$ cat src/logic/t3ar_pkg.sv
/*
 * Shared constants and types for the auto-reload timer: register addresses,
 * control field layout, reset values and prescaler counts.
 * Assumes a byte-wide special-function register port on the system clock.
 */
package t3ar_pkg;

    // Control register address, and the addresses of the other byte registers.
    localparam logic [7:0] T3AR_ADDR_CTRL      = 8'h91;
    localparam logic [7:0] T3AR_ADDR_RELOAD_LO = 8'h92;
    localparam logic [7:0] T3AR_ADDR_RELOAD_HI = 8'h93;
    localparam logic [7:0] T3AR_ADDR_COUNT_LO  = 8'h94;
    localparam logic [7:0] T3AR_ADDR_COUNT_HI  = 8'h95;

    localparam logic [7:0]  T3AR_BYTE_MAX   = 8'hff;
    localparam logic [15:0] T3AR_WORD_MAX   = 16'hffff;
    localparam logic [7:0]  T3AR_BYTE_ONE   = 8'h01;
    localparam logic [15:0] T3AR_WORD_ONE   = 16'h0001;
    localparam logic [7:0]  T3AR_BYTE_ZERO  = 8'h00;
    localparam logic [15:0] T3AR_WORD_ZERO  = 16'h0000;
    localparam logic [7:0]  T3AR_CTRL_RESET = 8'h00;

    // Prescaler ratios.
    localparam int unsigned T3AR_SYS_DIV = 12;
    localparam int unsigned T3AR_EXT_DIV = 8;
    localparam logic [3:0]  T3AR_SYS_LAST = 4'(T3AR_SYS_DIV - 1);
    localparam logic [2:0]  T3AR_EXT_LAST = 3'(T3AR_EXT_DIV - 1);

    typedef struct packed {
        logic high_overflow_flag;
        logic low_overflow_flag;
        logic low_overflow_irq_enable;
        logic lfo_capture_enable;
        logic split_mode_select;
        logic run_control;
        logic unused_bit;
        logic external_clock_select;
    } t3ar_ctrl_t;

    typedef struct packed {
        logic [7:0] addr;
        logic       wr;
        logic [7:0] wdata;
    } t3ar_sfr_req_t;

endpackage : t3ar_pkg

$ cat src/logic/t3ar_tick.sv
/*
 * Count tick generator: system clock divided by twelve, and the external
 * oscillator divided by eight and brought onto the system clock.
 * Assumes the external oscillator runs well below half the system clock.
 */
`timescale 1ns/1ps
`default_nettype none

module t3ar_tick
    import t3ar_pkg::*;
(
    input  wire logic clk_i,
    input  wire logic rst_n_i,
    input  wire logic ext_osc_i,
    output var  logic tick_div12_o,
    output var  logic tick_ext8_o
);

    logic [3:0] div12_q;
    logic [2:0] div8_q;
    logic       sync1_q;
    logic       sync2_q;
    logic       sync3_q;

    always_ff @(posedge clk_i or negedge rst_n_i)
    begin
        if (!rst_n_i)
        begin
            div12_q      <= 4'h0;
            tick_div12_o <= 1'b0;
        end
        else
        begin
            tick_div12_o <= (div12_q == T3AR_SYS_LAST);
            div12_q      <= (div12_q == T3AR_SYS_LAST) ? 4'h0 : div12_q + 4'h1;
        end
    end

    // The second and third stages feed the edge detector.
    always_ff @(posedge clk_i or negedge rst_n_i)
    begin
        if (!rst_n_i)
        begin
            sync1_q <= 1'b0;
            sync2_q <= 1'b0;
            sync3_q <= 1'b0;
        end
        else
        begin
            sync1_q <= ext_osc_i;
            sync2_q <= sync1_q;
            sync3_q <= sync2_q;
        end
    end

    always_ff @(posedge clk_i or negedge rst_n_i)
    begin
        if (!rst_n_i)
        begin
            div8_q      <= 3'h0;
            tick_ext8_o <= 1'b0;
        end
        else
        begin
            tick_ext8_o <= 1'b0;
            if (sync2_q && !sync3_q)
            begin
                div8_q      <= div8_q + 3'h1;
                tick_ext8_o <= (div8_q == T3AR_EXT_LAST);
            end
        end
    end
endmodule // t3ar_tick

`default_nettype wire

$ cat src/logic/t3ar_top.sv
/*
 * Timer with 16-bit or split dual 8-bit auto-reload, its control,
 * reload and count byte registers, and its interrupt request.
 * Assumes the core drives the register port synchronously to CLOCK_I and
 * that clock selects and the interrupt enable come from logic on CLOCK_I.
 */
`timescale 1ns/1ps
`default_nettype none

module t3ar_top
    import t3ar_pkg::*;
(
    input  wire logic       CLOCK_I,
    input  wire logic       RESET_N_I,
    input  wire logic [7:0] SFR_ADDR_I,
    input  wire logic       SFR_WR_I,
    input  wire logic [7:0] SFR_WDATA_I,
    output var  logic [7:0] SFR_RDATA_O,
    input  wire logic       EXT_OSC_I,
    input  wire logic       LOW_BYTE_CLOCK_SEL_I,
    input  wire logic       HIGH_BYTE_CLOCK_SEL_I,
    input  wire logic       TIMER_IRQ_ENABLE_I,
    output var  logic       TIMER_IRQ_O
);

    t3ar_ctrl_t    ctrl_q;
    t3ar_sfr_req_t req;
    logic [15:0]   reload_q;
    logic [15:0]   count_q;
    logic [15:0]   count_d;
    logic          set_high;
    logic          set_low;
    logic          tick_div12;
    logic          tick_ext8;
    logic          tick_lo;
    logic          tick_hi;

    assign req = '{addr: SFR_ADDR_I, wr: SFR_WR_I, wdata: SFR_WDATA_I};

    function automatic logic wr_hit(input t3ar_sfr_req_t r,
                                    input logic [7:0]    a);
        return r.wr && (r.addr == a);
    endfunction

    function automatic logic pick_tick(input logic sel,
                                       input logic xclk,
                                       input logic t12,
                                       input logic t8);
        return sel ? 1'b1 : (xclk ? t8 : t12);
    endfunction

    t3ar_tick u_tick (
        .clk_i        (CLOCK_I),
        .rst_n_i      (RESET_N_I),
        .ext_osc_i    (EXT_OSC_I),
        .tick_div12_o (tick_div12),
        .tick_ext8_o  (tick_ext8)
    );

    // In 16-bit mode the low byte select clocks the whole count.
    assign tick_lo = pick_tick(LOW_BYTE_CLOCK_SEL_I,
                               ctrl_q.external_clock_select,
                               tick_div12, tick_ext8);
    assign tick_hi = pick_tick(HIGH_BYTE_CLOCK_SEL_I,
                               ctrl_q.external_clock_select,
                               tick_div12, tick_ext8);

    always_comb
    begin
        count_d  = count_q;
        set_high = 1'b0;
        set_low  = 1'b0;
        if (!ctrl_q.split_mode_select)
        begin
            if (ctrl_q.run_control && tick_lo)
            begin
                set_low = (count_q[7:0] == T3AR_BYTE_MAX);
                if (count_q == T3AR_WORD_MAX)
                begin
                    count_d  = reload_q;
                    set_high = 1'b1;
                end
                else
                begin
                    count_d = count_q + T3AR_WORD_ONE;
                end
            end
        end
        else
        begin
            if (tick_lo)
            begin
                if (count_q[7:0] == T3AR_BYTE_MAX)
                begin
                    count_d[7:0] = reload_q[7:0];
                    set_low      = 1'b1;
                end
                else
                begin
                    count_d[7:0] = count_q[7:0] + T3AR_BYTE_ONE;
                end
            end
            if (ctrl_q.run_control && tick_hi)
            begin
                if (count_q[15:8] == T3AR_BYTE_MAX)
                begin
                    count_d[15:8] = reload_q[15:8];
                    set_high      = 1'b1;
                end
                else
                begin
                    count_d[15:8] = count_q[15:8] + T3AR_BYTE_ONE;
                end
            end
        end
        // A software write to a count byte overrides that cycle's tick.
        if (wr_hit(req, T3AR_ADDR_COUNT_LO))
        begin
            count_d[7:0] = req.wdata;
        end
        if (wr_hit(req, T3AR_ADDR_COUNT_HI))
        begin
            count_d[15:8] = req.wdata;
        end
    end

    always_ff @(posedge CLOCK_I or negedge RESET_N_I)
    begin
        if (!RESET_N_I)
        begin
            count_q <= T3AR_WORD_ZERO;
        end
        else
        begin
            count_q <= count_d;
        end
    end

    always_ff @(posedge CLOCK_I or negedge RESET_N_I)
    begin
        if (!RESET_N_I)
        begin
            reload_q <= T3AR_WORD_ZERO;
        end
        else
        begin
            if (wr_hit(req, T3AR_ADDR_RELOAD_LO))
            begin
                reload_q[7:0] <= req.wdata;
            end
            if (wr_hit(req, T3AR_ADDR_RELOAD_HI))
            begin
                reload_q[15:8] <= req.wdata;
            end
        end
    end

    // A hardware set in the same cycle as a clearing write still lands.
    always_ff @(posedge CLOCK_I or negedge RESET_N_I)
    begin
        if (!RESET_N_I)
        begin
            ctrl_q <= T3AR_CTRL_RESET;
        end
        else
        begin
            if (wr_hit(req, T3AR_ADDR_CTRL))
            begin
                ctrl_q            <= req.wdata;
                ctrl_q.unused_bit <= 1'b0;
            end
            if (set_high)
            begin
                ctrl_q.high_overflow_flag <= 1'b1;
            end
            if (set_low)
            begin
                ctrl_q.low_overflow_flag <= 1'b1;
            end
        end
    end

    // The request is a level that follows the sticky flags.
    always_ff @(posedge CLOCK_I or negedge RESET_N_I)
    begin
        if (!RESET_N_I)
        begin
            TIMER_IRQ_O <= 1'b0;
        end
        else
        begin
            TIMER_IRQ_O <= TIMER_IRQ_ENABLE_I &&
                (ctrl_q.high_overflow_flag ||
                 (ctrl_q.low_overflow_irq_enable &&
                  ctrl_q.low_overflow_flag));
        end
    end

    always_ff @(posedge CLOCK_I or negedge RESET_N_I)
    begin
        if (!RESET_N_I)
        begin
            SFR_RDATA_O <= T3AR_BYTE_ZERO;
        end
        else
        begin
            case (req.addr)
                T3AR_ADDR_CTRL:      SFR_RDATA_O <= ctrl_q;
                T3AR_ADDR_RELOAD_LO: SFR_RDATA_O <= reload_q[7:0];
                T3AR_ADDR_RELOAD_HI: SFR_RDATA_O <= reload_q[15:8];
                T3AR_ADDR_COUNT_LO:  SFR_RDATA_O <= count_q[7:0];
                T3AR_ADDR_COUNT_HI:  SFR_RDATA_O <= count_q[15:8];
                default:             SFR_RDATA_O <= T3AR_BYTE_ZERO;
            endcase
        end
    end

    logic cnt_wr;
    assign cnt_wr = wr_hit(req, T3AR_ADDR_COUNT_LO) ||
                    wr_hit(req, T3AR_ADDR_COUNT_HI);
endmodule // t3ar_top

`default_nettype wire

$ cat config.mk
export PLATFORM = sky130hd
export DESIGN_NAME = t3ar_top
export DESIGN_NICKNAME = d
export VERILOG_FILES = /design/src/logic/t3ar_pkg.sv /design/src/logic/t3ar_tick.sv /design/src/logic/t3ar_top.sv
export SDC_FILE = /design/constraint.sdc
export NUM_CORES = 1
export LEC_CHECK = 0
export ABC_AREA = 0
export ABC_CLOCK_PERIOD_IN_PS = 2100
export BUFFER_PORTS_ARGS = -buffer_cell sky130_fd_sc_hd__clkbuf_2
export CORE_UTILIZATION = 49
export CTS_CLUSTER_DIAMETER = 30
export DETAILED_ROUTE_END_ITERATION = 8
export GPL_ROUTABILITY_DRIVEN = 1
export PLACE_DENSITY = 0.7
export SKIP_CTS_REPAIR_TIMING = 1
export SLEW_MARGIN = 20
export SYNTH_ARGS = -nofsm -noshare
export SYNTH_HDL_FRONTEND = slang
export SYNTH_SLANG_ARGS = --single-unit
$ cat constraint.sdc
create_clock -name CLOCK_I -period 2.1 [get_ports CLOCK_I]
set_input_delay 0.42 -clock CLOCK_I [delete_from_list [all_inputs] [get_ports CLOCK_I]]
set_output_delay 0.42 -clock CLOCK_I [all_outputs]
set_load 0.02 [all_outputs]
==> flow_summary.json <==
{
  "dr_total_vias": 2723,
  "ys_seq_area_share_pct": 46.0,
  "crit_arrival_ps": 2220,
  "setup_viol": 0,
  "maxCapViolCount": 0,
  "synth_cell_type_count": 54,
  "worstPathRequired_ps": 2340,
  "drt-initial-drc-count": 283,
  "synth_top_area_share_pct": 46.0,
  "period_share_pct": 94.3,
  "grt_setup_unrepaired": "no",
  "maxSlewViolCount": 0,
  "top_level_ports": 32,
  "slowest_stage": "dfrtp_1",
  "postRouteAntennaNets": 0,
  "fmax_ghz": 0.505,
  "grt.overflow.total": 0,
  "end_kind": "flip-flop",
  "die_h_um": 83.6,
  "coreArea_mm2": 0.00639,
  "cts_tree": "done",
  "yosys-top-cells-count": "dfrtp_1, nand2_1, mux2_1",
  "async_flop_share_pct": 100,
  "die_w_um": 83.6,
  "grt_pass1_vias": 2793,
  "drc": 0,
  "start_kind": "flip-flop",
  "cellPowerDensity_mw_per_mm2": 855,
  "cp_max_fo": 8,
  "final_cells": 450,
  "synth_edf_count": 0,
  "vias_per_cell": 6.05,
  "clkSinkCount": 60,
  "hold_violations": 0,
  "irDropWorstVdd_uv": 525,
  "dp_slack_ps": 139,
  "routed_wl_um": 8440,
  "leakage_uw": 0.00185,
  "slew_headroom_pct": 73.0,
  "post-dp-hpwl_um": 6130,
  "synthTopCellsByArea": "dfrtp_1, mux2_1, nand2_1, a22oi_1, mux2_2",
  "crit_path_cell_trace": "ha_1, and4_1, nand4_4, a21oi_4, mux2i_1, o21ai_1, mux2_2",
  "rows": 29,
  "fin_ws_ps": 119,
  "gp_congestion": 0.962,
  "htree_levels": 3,
  "root_buffer": "clkbuf_8",
  "syn_area_mm2": 0.00326,
  "min_path_type": "in -> async",
  "postLayoutCoreUtil_pct": 60.7,
  "crit_type": "reg -> reg",
  "numCtsBuffers": 9,
  "insertedDiodeCount": 0,
  "die-area_mm2": 0.00699,
  "synth-seq-cells": 60,
  "grt_max_degree": 61,
  "area_delta_synth_final_pct": 18.8,
  "yosysTopAreaCell": "dfrtp_1",
  "cp_slowest_stage_delay_ps": 360,
  "layout-drive-gt1-share_pct": 25.5,
  "tightest_slew_ps": 405,
  "synth_ff_type": "dfrtp_1",
  "nets": 397,
  "start_util_pct": 51.1,
  "status": "finished clean",
  "yosysWarnings": 0,
  "tns_ps": 0,
  "placed_cells_incl_taps": 435,
  "grt_usage_pct": 26.2,
  "io_buffers": 31,
  "cts_buffer_depth": 2,
  "grt_pass1_wl_um": 13800,
  "post_drt_wl_per_cell_um": 18.8,
  "path_delay_family": "multiplexers",
  "fin_skew_ps": 11.6,
  "clk_latency_ps": 350,
  "syn_area_per_cell_um2": 10.4,
  "path_buf_inv": 0,
  "first_pass_iters": 5,
  "antenna_found_initial": 0,
  "clk_pin_slew_ps": 70,
  "synth_fp_nets": 343,
  "yosysMostFrequentCell": "dfrtp_1",
  "syn-instance-count": 315,
  "fin_crit_ps": 1980
}
==> kinds of logic (layout without fill, tap and decap cells) <==
logic type,Yosys count,after routing,synth area share [%]
DFF,60,60,46.0
AOI/OAI and AO/OA,74,74,15.6
adders and majority gates,5,5,1.92
buffers and inverters,22,80,3.60
and+or+nand+nor,107,107,17.6
muxes,38,38,12.8
xor gates and xnor gates,9,9,2.41
==> placed cells by master, fill, tap and decap left out, types with 3 or more instances in the layout <==
cell / count
a211oi_1: 3
a21o_1: 3
a21oi_1: 14
a22oi_1: 14
a31oi_1: 5
and2_1: 5
and3_1: 5
buf_4: 29
clkbuf_2: 31
clkbuf_8: 11
dfrtp_1: 60
ha_1: 5
inv_1: 3
mux2_1: 22
mux2_2: 8
mux2i_1: 8
nand2_1: 31
nand2_2: 4
nand3_1: 14
nand4_1: 9
nor2_1: 18
nor2b_1: 4
nor4_1: 3
o21ai_0: 3
o21ai_1: 8
o22ai_1: 6
o31ai_1: 3
xnor2_1: 5
xor2_1: 4
==> power breakdown <==
group          switching, uW  total, uW  internal [uW]
Combinational            353        683            330
Clock                    473       1200            724
Sequential               145       1430           1290
Total                    970       3310           2340
==> final timing paths <==
kind                                     startpoint                       end  slack (ps)  cells past startpoint
max                          count_q[9]$_DFFE_PN0P_    count_q[7]$_DFFE_PN0P_         120                      7
min                                       RESET_N_I     ctrl_q[4]$_DFFE_PN0P_          50                      2
max reg2reg                  count_q[9]$_DFFE_PN0P_    count_q[7]$_DFFE_PN0P_         120                      7
min reg2reg                u_tick.sync2_q$_DFF_PN0_  u_tick.sync3_q$_DFF_PN0_         370                      0
max in group asynchronous                 RESET_N_I  SFR_RDATA_O[0]$_DFF_PN0_        1750                      2
min in group CLOCK_I                      EXT_OSC_I  u_tick.sync1_q$_DFF_PN0_         190                      1
==> through the flow <==
| step | area [um^2] | hold slack, ps | power [uW] |
|---|---|---|---|
| after CTS | 3870 | 71.4 | 3320 |
| after global routing | 3880 | 93.6 | 3460 |
| final | 3880 | 46.5 | 3310 |
| after global placement | 3650 | 355 | 2100 |
| after detailed placement | 3650 | 354 | 2120 |
| after floorplan | 3260 | 124 | 1880 |
==> sequential cells by signal (all words and copies together), names as in the netlist <==
signal               count
count_q                 16
u_tick.sync3_q           1
u_tick.tick_div12_o      1
SFR_RDATA_O              8
u_tick.tick_ext8_o       1
reload_q                16
u_tick.sync1_q           1
ctrl_q                   7
u_tick.div12_q           4
u_tick.div8_q            3
TIMER_IRQ_O              1
u_tick.sync2_q           1
==> final cells by class <==
cell class | count | area [um^2]
Fill cell | 528 | 2510
Multi-Input combinational cell | 233 | 1650
Sequential cell | 60 | 1500
Timing Repair Buffer | 61 | 393
Clock buffer | 11 | 151
Tap cell | 77 | 96.3
Clock inverter | 4 | 72.6
Inverter | 4 | 15.0
==> metal layers <==
metal  share of wire (%)  vias up  track usage, %
met1                  43     1280            32.7
met5                   0        -               0
li1                    -     1275               -
met4                 3.2        0            13.9
met2                  47      141            42.1
met3                 6.6       27            6.23
Power figures use the tool's default switching activity.
